`src/hw/pls_pkg.sv`:
```
// Constants and types shared by the PHY link side signalling block.
package pls_pkg;
	localparam int MCLK_PERIOD_NS = 100;
	localparam int LINK_CLK_PERIOD_NS = 800;
	localparam int LINK_CLK_HALF_CYC = (LINK_CLK_PERIOD_NS / MCLK_PERIOD_NS) / 2;
	localparam int STATUS_W = 16;
	localparam int REQ_W = 8;
	localparam int CTL_W = 2;
	localparam int DATA_W = 8;
	localparam logic [1:0] PWR_D0 = 2'h0;
	localparam logic [1:0] PWR_D2 = 2'h2;
	localparam logic [1:0] PWR_D3 = 2'h3;
	localparam logic [CTL_W-1:0] CTL_RST = 2'h0;
	localparam logic [DATA_W-1:0] DATA_RST = 8'h00;
	typedef enum logic [1:0] {
		PLS_RX_IDLE = 2'b01,
		PLS_RX_SHIFT = 2'b10
	} pls_rx_state_t;
	typedef enum logic [1:0] {
		PLS_RQ_IDLE = 2'b01,
		PLS_RQ_SHIFT = 2'b10
	} pls_rq_state_t;
endpackage

```
`src/hw/pls_phy_link_side.sv`:
```
// Link side of the PHY-link signalling: power, status, wake, request, clocks, phase bus.
// What this block does
// - Wake notification is acted on only while link power indication is low.
// - Wake in uninitialised D0, D2 or D3 sets the sticky wake event status.
// - Link drives its service request output to start a request to the PHY.
// - Two-bit phase control bus shows the interface phase, whoever drives it.
// - After interface reset the PHY owns the phase bus; link drivers off.
// - PHY-driven phase bus values follow the PHY clock; link samples there.
// - Link-driven phase bus values launch with the link clock output.
// - Link generates its own clock on a dedicated output to the PHY.
// - Eight-bit data bus shares the phase bus ownership and clock rules.
`timescale 1ns/100ps
module pls_phy_link_side #(
	parameter int LINK_CLK_HALF = pls_pkg::LINK_CLK_HALF_CYC,
	parameter int STATUS_W = pls_pkg::STATUS_W,
	parameter int REQ_W = pls_pkg::REQ_W
) (
	input wire logic i_mclk,
	input wire logic i_rst_b,
	input wire logic i_link_power_en,
	input wire logic [1:0] i_pwr_state,
	input wire logic i_d0_initialized,
	input wire logic i_wake_status_clr,
	input wire logic i_phy_clock,
	input wire logic i_phy_status_serial_in,
	input wire logic i_wake_notify_line,
	input wire logic i_req_valid,
	input wire logic [REQ_W-1:0] i_req_bits,
	input wire logic i_if_reset,
	input wire logic i_link_own,
	input wire logic [pls_pkg::CTL_W-1:0] i_tx_ctl,
	input wire logic [pls_pkg::DATA_W-1:0] i_tx_data,
	input wire logic [pls_pkg::CTL_W-1:0] i_phase_control_bus_in,
	input wire logic [pls_pkg::DATA_W-1:0] i_data_bus_in,
	output logic o_link_power_indicator,
	output logic o_wake_event_status,
	output logic o_wake_event,
	output logic [STATUS_W-1:0] o_phy_status_word,
	output logic o_phy_status_valid,
	output logic o_req_ready,
	output logic o_link_service_request,
	output logic o_link_side_clock,
	output logic o_link_owns_bus,
	output logic [pls_pkg::CTL_W-1:0] o_phase_control_bus_out,
	output logic o_phase_control_bus_oe,
	output logic [pls_pkg::DATA_W-1:0] o_data_bus_out,
	output logic o_data_bus_oe,
	output logic [pls_pkg::CTL_W-1:0] o_rx_ctl,
	output logic [pls_pkg::DATA_W-1:0] o_rx_data,
	output logic o_rx_valid
);
	typedef struct packed {
		logic [7:0] div;
		logic link_clk;
		logic pclk_s1;
		logic pclk_s2;
		logic pclk_d;
		logic stat_s1;
		logic stat_s2;
		logic wake_s1;
		logic wake_s2;
		logic wake_d;
		logic [pls_pkg::CTL_W-1:0] ctl_s1;
		logic [pls_pkg::CTL_W-1:0] ctl_s2;
		logic [pls_pkg::DATA_W-1:0] dat_s1;
		logic [pls_pkg::DATA_W-1:0] dat_s2;
		logic pwr_ind;
		logic wake_sts;
		logic wake_pulse;
		pls_pkg::pls_rx_state_t rx_st;
		logic [7:0] st_cnt;
		logic [STATUS_W-1:0] st_sh;
		logic [STATUS_W-1:0] st_word;
		logic st_valid;
		pls_pkg::pls_rq_state_t rq_st;
		logic [REQ_W-1:0] rq_sh;
		logic [7:0] rq_cnt;
		logic rq_out;
		logic own;
		logic [pls_pkg::CTL_W-1:0] ctl_out;
		logic [pls_pkg::DATA_W-1:0] dat_out;
		logic [pls_pkg::CTL_W-1:0] rx_ctl;
		logic [pls_pkg::DATA_W-1:0] rx_dat;
		logic rx_valid;
	} pls_state_t;

	localparam pls_state_t RST_STATE = '{
		div: 8'h00, link_clk: 1'b0, pclk_s1: 1'b0, pclk_s2: 1'b0, pclk_d: 1'b0,
		stat_s1: 1'b0, stat_s2: 1'b0, wake_s1: 1'b0, wake_s2: 1'b0, wake_d: 1'b0,
		ctl_s1: pls_pkg::CTL_RST, ctl_s2: pls_pkg::CTL_RST,
		dat_s1: pls_pkg::DATA_RST, dat_s2: pls_pkg::DATA_RST,
		pwr_ind: 1'b0, wake_sts: 1'b0, wake_pulse: 1'b0,
		rx_st: pls_pkg::PLS_RX_IDLE, st_cnt: 8'h00, st_sh: '0, st_word: '0,
		st_valid: 1'b0, rq_st: pls_pkg::PLS_RQ_IDLE, rq_sh: '0, rq_cnt: 8'h00,
		rq_out: 1'b0, own: 1'b0, ctl_out: pls_pkg::CTL_RST,
		dat_out: pls_pkg::DATA_RST, rx_ctl: pls_pkg::CTL_RST,
		rx_dat: pls_pkg::DATA_RST, rx_valid: 1'b0
	};

	localparam logic [7:0] HALF_LAST = 8'(LINK_CLK_HALF - 1);
	localparam logic [7:0] STATUS_LAST = 8'(STATUS_W - 1);
	localparam logic [7:0] REQ_LAST = 8'(REQ_W - 1);

	pls_state_t cur_ff;
	pls_state_t nxt_st;
	logic link_clk_rise;
	logic pclk_rise;
	logic wake_rise;
	logic wake_gate;

	always_comb begin
		nxt_st = cur_ff;
		nxt_st.wake_pulse = 1'b0;
		nxt_st.st_valid = 1'b0;
		nxt_st.rx_valid = 1'b0;
		// Two-stage synchronisers (link power enable has one register); logic reads the last stage, plus one more delay stage on PHY clock and wake for edge detection.
		nxt_st.pclk_s1 = i_phy_clock;
		nxt_st.pclk_s2 = cur_ff.pclk_s1;
		nxt_st.pclk_d = cur_ff.pclk_s2;
		nxt_st.stat_s1 = i_phy_status_serial_in;
		nxt_st.stat_s2 = cur_ff.stat_s1;
		nxt_st.wake_s1 = i_wake_notify_line;
		nxt_st.wake_s2 = cur_ff.wake_s1;
		nxt_st.wake_d = cur_ff.wake_s2;
		nxt_st.ctl_s1 = i_phase_control_bus_in;
		nxt_st.ctl_s2 = cur_ff.ctl_s1;
		nxt_st.dat_s1 = i_data_bus_in;
		nxt_st.dat_s2 = cur_ff.dat_s1;
		nxt_st.pwr_ind = i_link_power_en;

		// Link clock divider; the rising edge is the launch point for the service request, bus takeover and link-driven bus values.
		link_clk_rise = 1'b0;
		if (cur_ff.div == HALF_LAST) begin
			nxt_st.div = 8'h00;
			nxt_st.link_clk = ~cur_ff.link_clk;
			link_clk_rise = ~cur_ff.link_clk;
		end else begin
			nxt_st.div = cur_ff.div + 8'h01;
		end

		pclk_rise = cur_ff.pclk_s2 & ~cur_ff.pclk_d;
		wake_rise = cur_ff.wake_s2 & ~cur_ff.wake_d;
		wake_gate = ~cur_ff.pwr_ind & ((i_pwr_state == pls_pkg::PWR_D0 & ~i_d0_initialized) |
			i_pwr_state == pls_pkg::PWR_D2 | i_pwr_state == pls_pkg::PWR_D3);

		// Sticky wake status: a new event in the clear cycle wins over the clear.
		if (i_wake_status_clr) begin
			nxt_st.wake_sts = 1'b0;
		end
		if (wake_rise & wake_gate) begin
			nxt_st.wake_sts = 1'b1;
			nxt_st.wake_pulse = 1'b1;
		end

		// Serial status: a high start bit, then STATUS_W bits MSB first on PHY clock edges.
		if (pclk_rise) begin
			case (cur_ff.rx_st)
				pls_pkg::PLS_RX_IDLE: begin
					if (cur_ff.stat_s2) begin
						nxt_st.rx_st = pls_pkg::PLS_RX_SHIFT;
						nxt_st.st_cnt = 8'h00;
					end
				end
				pls_pkg::PLS_RX_SHIFT: begin
					nxt_st.st_sh = {cur_ff.st_sh[STATUS_W-2:0], cur_ff.stat_s2};
					nxt_st.st_cnt = cur_ff.st_cnt + 8'h01;
					if (cur_ff.st_cnt == STATUS_LAST) begin
						nxt_st.st_word = {cur_ff.st_sh[STATUS_W-2:0], cur_ff.stat_s2};
						nxt_st.st_valid = 1'b1;
						nxt_st.rx_st = pls_pkg::PLS_RX_IDLE;
					end
				end
				default: nxt_st.rx_st = pls_pkg::PLS_RX_IDLE;
			endcase
		end

		// Service request: start bit then REQ_W bits MSB first, one per link clock.
		case (cur_ff.rq_st)
			pls_pkg::PLS_RQ_IDLE: begin
				if (i_req_valid) begin
					nxt_st.rq_sh = i_req_bits;
					nxt_st.rq_cnt = 8'h00;
					nxt_st.rq_st = pls_pkg::PLS_RQ_SHIFT;
				end
			end
			pls_pkg::PLS_RQ_SHIFT: begin
				if (link_clk_rise) begin
					if (cur_ff.rq_cnt == 8'h00) begin
						nxt_st.rq_out = 1'b1;
					end else begin
						nxt_st.rq_out = cur_ff.rq_sh[REQ_W-1];
						nxt_st.rq_sh = {cur_ff.rq_sh[REQ_W-2:0], 1'b0};
					end
					nxt_st.rq_cnt = cur_ff.rq_cnt + 8'h01;
					if (cur_ff.rq_cnt == REQ_LAST + 8'h01) begin
						nxt_st.rq_st = pls_pkg::PLS_RQ_IDLE;
					end
				end
			end
			default: nxt_st.rq_st = pls_pkg::PLS_RQ_IDLE;
		endcase
		if (cur_ff.rq_st == pls_pkg::PLS_RQ_IDLE & link_clk_rise) begin
			nxt_st.rq_out = 1'b0;
		end

		// Bus ownership is taken and link-driven values launch only with the link clock; interface reset drops ownership at once.
		if (i_if_reset) begin
			nxt_st.own = 1'b0;
		end else if (link_clk_rise) begin
			nxt_st.own = i_link_own;
			if (i_link_own) begin
				nxt_st.ctl_out = i_tx_ctl;
				nxt_st.dat_out = i_tx_data;
			end
		end

		// While the PHY drives, capture the buses on its clock edge.
		if (pclk_rise & ~cur_ff.own) begin
			nxt_st.rx_ctl = cur_ff.ctl_s2;
			nxt_st.rx_dat = cur_ff.dat_s2;
			nxt_st.rx_valid = 1'b1;
		end
	end

	always_ff @(posedge i_mclk or negedge i_rst_b) begin
		if (!i_rst_b) begin
			cur_ff <= RST_STATE;
		end else begin
			cur_ff <= nxt_st;
		end
	end

	assign o_link_power_indicator = cur_ff.pwr_ind;
	assign o_wake_event_status = cur_ff.wake_sts;
	assign o_wake_event = cur_ff.wake_pulse;
	assign o_phy_status_word = cur_ff.st_word;
	assign o_phy_status_valid = cur_ff.st_valid;
	assign o_req_ready = (cur_ff.rq_st == pls_pkg::PLS_RQ_IDLE);
	assign o_link_service_request = cur_ff.rq_out;
	assign o_link_side_clock = cur_ff.link_clk;
	assign o_link_owns_bus = cur_ff.own;
	assign o_phase_control_bus_out = cur_ff.ctl_out;
	assign o_phase_control_bus_oe = cur_ff.own;
	assign o_data_bus_out = cur_ff.dat_out;
	assign o_data_bus_oe = cur_ff.own;
	assign o_rx_ctl = cur_ff.rx_ctl;
	assign o_rx_data = cur_ff.rx_dat;
	assign o_rx_valid = cur_ff.rx_valid;
endmodule

```
`config.mk`:
```
export PLATFORM = sky130hd
export DESIGN_NAME = pls_phy_link_side
export DESIGN_NICKNAME = d
export VERILOG_FILES = /design/src/hw/pls_pkg.sv /design/src/hw/pls_phy_link_side.sv
export SDC_FILE = /design/constraint.sdc
export NUM_CORES = 1
export LEC_CHECK = 0
export ABC_CLOCK_PERIOD_IN_PS = 1700
export BUFFER_PORTS_ARGS = -buffer_cell sky130_fd_sc_hd__buf_2
export CAP_MARGIN = 40
export CORE_MARGIN = 4
export CORE_UTILIZATION = 30
export CTS_BUF_LIST = sky130_fd_sc_hd__clkbuf_8
export DETAILED_ROUTE_END_ITERATION = 12
export HOLD_SLACK_MARGIN = 0.15
export PLACE_DENSITY = 0.49
export SETUP_SLACK_MARGIN = 0.15
export SYNTH_ARGS = -nofsm -noshare
export SYNTH_HDL_FRONTEND = slang
export SYNTH_SLANG_ARGS = --single-unit
```
`constraint.sdc`:
```
create_clock -name i_mclk -period 1.7 [get_ports i_mclk]
set_input_delay 0.17 -clock i_mclk [delete_from_list [all_inputs] [get_ports i_mclk]]
set_output_delay 0.17 -clock i_mclk [all_outputs]
set_load 0.02 [all_outputs]
```
==> flow_summary.ini, run 1 <==
[status]
outcome = finished with violations
violations = negative setup slack

[power]
total_power_mw = 7.81
sequentialPowerShare_pct = 44.1
powerDensity_nw_per_um2 = 1080
clock_power_share_pct = 32.7
vdd_ir_drop_max_v = 0.000874
switching_share_pct = 27.9
pwr-share-comb_pct = 23.2
p_int_mw = 5.63
cellLeakagePower_nw = 3.55
power.switching_mw = 2.18

[timing]
max_clock_freq_mhz = 561
finalCritPeriodShare_pct = 105
hold_slack_ps = 192
finalCriticalPeriod_ps = 1780
fin_setup_tns_ps = -610
skew_ps = 13.8
drv_slew = 0
tightest_slew_ps = 566
rsz0062_at_grt = yes
hold_viol_final = 0
max_slew_margin_pct = 62.3
setup_slack_ps = -83.4
setup_viol = 12

[routing]
drt_first_pass_iters = 4
vias = 3237
viasPerCell = 4.25
drc = 0
wl_per_cell_microns = 13.7
routed_wl_microns = 10500
antenna_left = 0
drt_iter0_markers = 70

[grt]
grt_pass1_vias = 3563
grt_overflow_total = 0
antenna_found_initial = 0
grt_max_degree = 53
grt_pass1_wl_microns = 17600
track_usage_pct = 11.2

[finish]
area_growth_pct = 40.2
final_layout_size_suffix_gt1_share_pct = 55.5
finalNetCount = 574
utilization_pct = 43.2
n_antenna_cell = 0

[logic_synthesis]
synth-compound-area-share_pct = 4.11
synth_area_leaders = dfrtp_1 (59%), mux2_2 (11%), buf_4 (5.5%)
yosys_most_used_dff = dfrtp_1
synth-xor-area-share_pct = 2.04
syn_nets = 411
synth_edf_count = 0
yosysMostFrequentCell = dfrtp_1
synth.distinct_cells = 49
synth.avg_cell_area_sq_um = 14.1
synth_top_family_by_area = multiplexers
yosys.area_share.simple_pct = 9.79
synth_common_cells = dfrtp_1 (121), mux2_2 (51), buf_4 (38), nor2_1 (17), mux2_4 (16)
synth_top_area_share_pct = 58.8
ys_async_sr_fraction_pct = 100
syn_area_sq_um = 5150
synthAdderAreaFrac_pct = 0.972
yosysSeqAreaShare_pct = 59.8
synthMuxAreaShare_pct = 16.2
synth_area_leader_cell = dfrtp_1
ys_ff_latch = 123
yosys_warnings = 0
netlist_instances = 366

[floorplanning]
dieArea_sq_um = 19300
fp.dieW_microns = 139
std_cell_rows = 47
coreArea_sq_um = 16700
dieHeight_microns = 139
start_util_pct = 30.8
ioPinCount = 88

[clock_network]
clkSinkCount = 123
cts_inserted_buffers = 17
h-tree-depth = 4
clk_pin_slew_ps = 70
cts_buffer_depth = 2
cts_root_buf = clkbuf_8
clock_latency_ps = 430
cts_tree = yes

[worst_setup_path]
worst-endpoint-arrival_ps = 2090
required_ps = 2010
cp-end-kind = flop
cpMaxStageDelayCell = or4_4
worstSetupPathType = reg2reg
cp_max_fo = 8
startpoint_type = flop
crit_chain = or4_4, nor4_4, a21oi_4, buf_12, mux2_4
max_stage_delay_ps = 570

[run]
cap_violations = 0

[placed_design]
hpwl_microns = 6670
port_buffers = 87
gp_congestion = 0.735

[min_path]
hp-class = in2reg
[cell usage in the layout (no fill, tap or decap), types with 3 or more instances in the layout]
cell / Yosys / final
nand2_1: 13 / 11
clkinvlp_4: 0 / 4
inv_1: 6 / 7
o21ai_0: 8 / 4
nand3_2: 0 / 4
nor2_1: 17 / 14
buf_12: 0 / 3
xnor2_1: 10 / 9
nor4_4: 2 / 3
and3_4: 0 / 4
clkbuf_8: 0 / 18
mux2_2: 51 / 35
buf_4: 38 / 46
nand3_1: 12 / 7
buf_2: 5 / 85
a211oi_2: 0 / 3
nand2b_1: 4 / 3
clkinv_4: 0 / 3
o21ai_2: 0 / 3
mux2_4: 16 / 32
nand2_8: 0 / 3
a21o_1: 4 / 4
nor2_4: 1 / 3
dfrtp_1: 121 / 120
buf_6: 2 / 16
dlygate4sd3_1: 0 / 38
[layout make-up]
| cell class | count | area, sq um |
|---|---|---|
| Clock inverter | 14 | 148 |
| Inverter | 6 | 22.5 |
| Sequential cell | 123 | 3080 |
| Tap cell | 220 | 275 |
| Fill cell | 1576 | 9480 |
| Timing Repair Buffer | 188 | 1390 |
| Clock buffer | 18 | 248 |
| Multi-Input combinational cell | 193 | 2050 |
[per-layer routing]
layer,GRT usage (%),wire [microns],up-vias
met5,0,0,-
met4,4.22,164,0
met3,4.10,426,15
met2,17.8,5190,59
met1,14.0,4670,1602
li1,-,-,1561
[critical path, delay by kind of cell, from the launching register on]
family	cells	cell delay [ps]
and+or+nand+nor	2	790
DFF	1	380
muxes	1	290
buffers and inverters	1	150
AOI/OAI and AO/OA	1	60
[metrics by stage]
stage,setup WS (ps),instances,instance area (sq um)
floorplan,-48.4,366,5200
global placement,-49.9,664,5870
detailed placement,-97.1,664,5870
CTS,-100,749,6960
global route,-134,762,7220
finish,-83.4,762,7220
[cell families (layout without fill, tap and decap cells)]
logic type / count (synthesis) / after routing
xor gates and xnor gates: 12 / 12
buffers and inverters: 53 / 226
DFF: 123 / 123
AOI/OAI and AO/OA: 28 / 28
and+or+nand+nor: 77 / 80
adders and majority gates: 4 / 4
muxes: 69 / 69
[path summary, 6_finish.rpt]
path                                 from                  end  slack, ps  depth (start not counted)
min in group asynchronous         i_rst_b           cur_ff[75]        270                          2
setup / recovery               cur_ff[28]           cur_ff[33]        -80                          5
hold / removal             i_pwr_state[0]  o_wake_event_status        190                          5
setup reg to reg               cur_ff[28]           cur_ff[33]        -80                          5
hold reg to reg                cur_ff[97]           cur_ff[89]        350                          0
max in group asynchronous         i_rst_b           cur_ff[82]        760                          3
[registers in the layout, indices dropped and copies added, names as in the netlist]
name	flops
o_phy_status_word	16
o_rx_valid	1
o_data_bus_oe	1
o_data_bus_out	8
o_wake_event_status	1
o_link_side_clock	1
o_rx_data	8
o_phase_control_bus_out	2
o_wake_event	1
o_phy_status_valid	1
o_link_power_indicator	1
o_link_service_request	1
cur_ff	79
o_rx_ctl	2
[power groups by stage]
stage / clock network [mW] / registers, mW / logic [mW]
finish: 2.55 / 3.45 / 1.81
floorplan: 0 / 3.45 / 0.973
global route: 2.81 / 3.49 / 1.96
CTS: 2.67 / 3.43 / 1.59
global placement: 0 / 3.47 / 1.31
detailed placement: 0 / 3.48 / 1.34
[what timing repair did]
action / in CTS / in global routing
hold endpoints to repair: 77 / 0
setup buffers: 12 / 12
resized for setup: 39 / 42
endpoints found under the setup margin: 50 / 82
pin swaps: 19 / 17
hold buffers: 38 / 0
gates cloned: 3 / 1
Note: power is estimated with default switching activity, not from simulation.
==> inputs of run 2 (changes only) <==
--- a/config.mk
+++ b/config.mk
@@ -8,9 +8,11 @@
 export ABC_CLOCK_PERIOD_IN_PS = 1700
 export BUFFER_PORTS_ARGS = -buffer_cell sky130_fd_sc_hd__buf_2
 export CAP_MARGIN = 40
+export CORE_ASPECT_RATIO = 0.8
 export CORE_MARGIN = 4
 export CORE_UTILIZATION = 30
 export CTS_BUF_LIST = sky130_fd_sc_hd__clkbuf_8
+export CTS_CLUSTER_SIZE = 10
 export DETAILED_ROUTE_END_ITERATION = 12
 export HOLD_SLACK_MARGIN = 0.15
 export PLACE_DENSITY = 0.49
@@ -18,3 +20,4 @@
 export SYNTH_ARGS = -nofsm -noshare
 export SYNTH_HDL_FRONTEND = slang
 export SYNTH_SLANG_ARGS = --single-unit
+export TNS_END_PERCENT = 50
==> flow_summary.ini, run 2 (same netlist as run 1, synthesis figures left out) <==
[timing]
max_clock_freq_mhz = 557
hold_viol_final = 0
setup_viol = 12
setup_slack_ps = -94.1
finalCriticalPeriod_ps = 1790
tightest_slew_ps = 345
finalCritPeriodShare_pct = 106
max_slew_margin_pct = 77.0
drv_slew = 0
skew_ps = 13.6
rsz0062_at_grt = yes

[power]
vdd_ir_drop_max_v = 0.000665
cellLeakagePower_nw = 3.46
total_power_mw = 7.85
powerDensity_nw_per_um2 = 1110

[routing]
drc = 0
wl_per_cell_microns = 13.8
drt_first_pass_iters = 4
drt_iter0_markers = 97
vias = 3240
antenna_left = 0
viasPerCell = 4.33
routed_wl_microns = 10300

[grt]
grt_overflow_total = 0
grt_max_degree = 50
track_usage_pct = 11.5
grt_pass1_vias = 3576
antenna_found_initial = 0
grt_pass1_wl_microns = 17900

[worst_setup_path]
startpoint_type = flop
cpMaxStageDelayCell = or4_4
crit_chain = or4_4, nor4_4, a21oi_4, buf_12, mux2_4
worstSetupPathType = reg2reg
cp_max_fo = 8
required_ps = 2020
crit_family = simple AND/OR/NAND/NOR gates
cp-end-kind = flop
worst-endpoint-arrival_ps = 2110
cp.buffers_inverters = 1
max_stage_delay_ps = 560

[status]
outcome = finished with violations
violations = negative setup slack

[finish]
fill_cells = 1536
largest_register_ffs = 79
fin_area_sq_um = 7070
final_common_cell = dfrtp_1
n_antenna_cell = 0
layout_common_cells = dfrtp_1 (121), buf_2 (85), mux2_2 (44), dlygate4sd3_1 (39), buf_4 (38)
largest_register = cur_ff
area_growth_pct = 37.3
finalNetCount = 561
final_layout_size_suffix_gt1_share_pct = 52.9

[floorplanning]
ioPinCount = 88
dieArea_sq_um = 19300
std_cell_rows = 42
start_util_pct = 30.8
fp.dieW_microns = 154
coreArea_sq_um = 16700
dieHeight_microns = 125

[clock_network]
clock_latency_ps = 440
clkSinkCount = 123
cts_buffer_depth = 2
clk_pin_slew_ps = 80
cts_tree = yes
cts_root_buf = clkbuf_8
h-tree-depth = 4
cts_inserted_buffers = 17

[placed_design]
hpwl_microns = 6750
placed_area_sq_um = 5840
gp_congestion = 0.740
port_buffers = 87

[run]
cap_violations = 0

[min_path]
hp-class = in2reg
[run 2: changes by cell type in the layout (fill, tap and decap cells not counted), moves of 4 or more]
| cell | change |
|---|---|
| mux2_2 | +9 |
| buf_4 | -8 |
| nand3_2 | -4 |
| mux2_4 | -9 |
| buf_6 | -9 |
[run 2: per-layer routing]
metal / up-vias / global-route usage (%) / routed length (microns)
met3: 17 / 4.53 / 527
met5: - / 0 / 0
met2: 68 / 17.2 / 4780
met1: 1617 / 15.2 / 4850
li1: 1538 / - / -
met4: 0 / 4.36 / 182
[run 2: timing repair]
action	4_1_cts	5_1_grt
setup endpoints to repair	76	85
hold endpoints to repair	157	0
hold buffers	39	0
setup buffers	8	3
cloned	3	0
pin swaps	13	16
resized for setup	30	23
[run 2: layout make-up]
cell class                 instances  area [sq um]  area share (%)
multi-input combinational        193          1970            27.8
inverter                           6          22.5           0.319
clock inverter                    14           184            2.60
tap                              220           275            3.89
sequential                       123          3080            43.6
clock buffer                      18           248            3.51
timing repair buffer             175          1290            18.3
[run 2: path summary, 6_finish.rpt]
check	depth (start not counted)	startpoint	slack (ps)	endpoint
max	5	cur_ff[28]	-90	cur_ff[33]
min	4	i_req_valid	210	cur_ff[39]
max reg2reg	5	cur_ff[28]	-90	cur_ff[33]
min reg2reg	0	cur_ff[99]	350	cur_ff[91]
max in group asynchronous	4	i_rst_b	580	cur_ff[67]
min in group asynchronous	3	i_rst_b	290	cur_ff[77]
[run 2: worst min-delay path, cell delays in order]
cell and delay, ps:
buf_2 90, and2_1 180, buf_4 170, a21oi_2 30
[run 2: metrics by stage]
| step | cells | setup TNS (ps) | utilization [%] | setup WS (ps) | hold WS, ps |
|---|---|---|---|---|---|
| 6_report | 749 | -639 | 42.3 | -94.1 | 212 |
| 5_1_grt | 749 | -2080 | 42.3 | -161 | 190 |
| 4_1_cts | 745 | -660 | 41.4 | -94.6 | 151 |
| 3_5_place_dp | 663 | -1860 | 35.0 | -137 | 89.2 |
| 3_3_place_gp | 663 | -256 | 35.0 | -37.2 | 86.0 |
| 2_1_floorplan | 366 | -421 | - | -48.9 | -126 |
[run 2: report_power, final]
group | switching (mW) | total, mW | internal [mW]
registers | 0.188 | 3.44 | 3.25
logic | 0.730 | 1.61 | 0.878
clock network | 1.28 | 2.81 | 1.53
total | 2.20 | 7.85 | 5.66
==> inputs of run 3 (changes only) <==
==> constraint.sdc (replaced) <==
create_clock -name i_mclk -period 1.7 [get_ports i_mclk]
set_input_delay 0.255 -clock i_mclk [delete_from_list [all_inputs] [get_ports i_mclk]]
set_output_delay 0.255 -clock i_mclk [all_outputs]
set_load 0.02 [all_outputs]
==> flow_summary.ini, run 3 (same netlist as run 1, synthesis figures left out) <==
[status]
outcome = finished with violations
violations = negative setup slack

[grt]
grt_pass1_vias = 3494
grt_overflow_total = 0
top_usage_layer = met2
grt_pass1_wl_microns = 17000
grtUsageMet3_pct = 4.04
grtUsageMet2_pct = 16.4
grt_max_degree = 50
track_usage_pct = 11.1
antenna_found_initial = 0
gr-usage-met1_pct = 14.5

[finish]
n_antenna_cell = 0
final_common_cell = dfrtp_1
utilization_pct = 42.1
largest_register_ffs = 79
fill_cells = 1585
largest_register = cur_ff
finalNetCount = 563
area_growth_pct = 36.6
layout_common_cells = dfrtp_1 (121), buf_2 (85), mux2_2 (41), buf_4 (41), dlygate4sd3_1 (35)
final_layout_size_suffix_gt1_share_pct = 54.2
fin_area_sq_um = 7030

[timing]
rsz0062_at_grt = yes
finalCritPeriodShare_pct = 106
setup_viol = 19
max_slew_margin_pct = 72.0
hold_viol_final = 0
tightest_slew_ps = 420
hold_slack_ps = 190
drv_slew = 0
finalCriticalPeriod_ps = 1800
setup_slack_ps = -96.4
max_clock_freq_mhz = 557
skew_ps = 12.3

[floorplanning]
coreArea_sq_um = 16700
fp.dieW_microns = 154
dieHeight_microns = 125
dieArea_sq_um = 19300
ioPinCount = 88
std_cell_rows = 42
start_util_pct = 30.8

[placed_design]
hpwl_microns = 6560
gp_congestion = 0.748
port_buffers = 87
placed_area_sq_um = 5840

[worst_setup_path]
required_ps = 2020
worst-endpoint-arrival_ps = 2120
worstSetupPathType = reg2reg
startpoint_type = flop
worstRegToRegCells = 5
cp_max_fo = 8
cp-end-kind = flop

[routing]
antenna_left = 0
vias = 3225
drt_first_pass_iters = 4
routed_wl_microns = 10300
wl_per_cell_microns = 13.7
viasPerCell = 4.30
drc = 0
drt_iter0_markers = 119

[min_path]
hold_depth = 3
hp-class = in2reg

[power]
total_power_mw = 7.39
powerDensity_nw_per_um2 = 1050
vdd_ir_drop_max_v = 0.000807
cellLeakagePower_nw = 3.46

[clock_network]
h-tree-depth = 4
clkSinkCount = 123
cts_inserted_buffers = 17
cts_tree = yes
cts_root_buf = clkbuf_8
clock_latency_ps = 440
clk_pin_slew_ps = 80
cts_buffer_depth = 2

[run]
cap_violations = 0
## run 3: critical path, stage by stage (launching register included)
cell and delay (ps):
dfrtp_1 380, or4_4 570, nor4_4 230, a21oi_4 60, buf_12 150, mux2_4 290
## run 3: path summary, 6_finish.rpt
check	start	to	slack, ps
hold / removal	i_req_bits[3]	cur_ff[34]	190
min in group asynchronous	i_rst_b	o_phy_status_word[14]	290
max in group asynchronous	i_rst_b	cur_ff[39]	810
hold reg to reg	cur_ff[111]	cur_ff[110]	350
setup / recovery	cur_ff[28]	cur_ff[34]	-100
setup reg to reg	cur_ff[28]	cur_ff[34]	-100
## run 3: metal layers
metal	share of wire, %	up-vias	wire length (microns)
li1	-	1530	-
met4	2.1	0	216
met2	45	77	4630
met1	47	1601	4880
met5	0	-	0
met3	5.7	17	584
## run 3: timing repair
action | 4_1_cts | 5_1_grt
gates cloned | 4 | 0
buffers inserted | 10 | 7
hold endpoints to repair | 154 | 0
hold buffers | 35 | 0
pin swaps | 13 | 19
endpoints found under the setup margin | 74 | 72
resized for setup | 35 | 25
## run 3: final cells by class
cell class	instances	area, sq um	area share, %
Tap cell	220	275	3.91
Timing Repair Buffer	177	1300	18.5
Inverter	6	22.5	0.320
Sequential cell	123	3080	43.8
Multi-Input combinational cell	193	2000	28.5
Clock inverter	12	91.3	1.30
Clock buffer	19	262	3.72
## run 3: report_power, final
group / internal [mW] / total, mW / switching (mW)
registers: 3.25 / 3.43 / 0.182
clock network: 1.09 / 2.30 / 1.21
logic: 0.912 / 1.66 / 0.745
## run 3: stage by stage
stage                     setup slack (ps)  cells  TNS [ps]
after global routing                  -139    750     -2560
after global placement               -34.8    663      -240
after floorplan                      -48.9    366      -421
after CTS                             -101    743      -682
after detailed placement             -99.6    663     -1050
final                                -96.4    750      -856
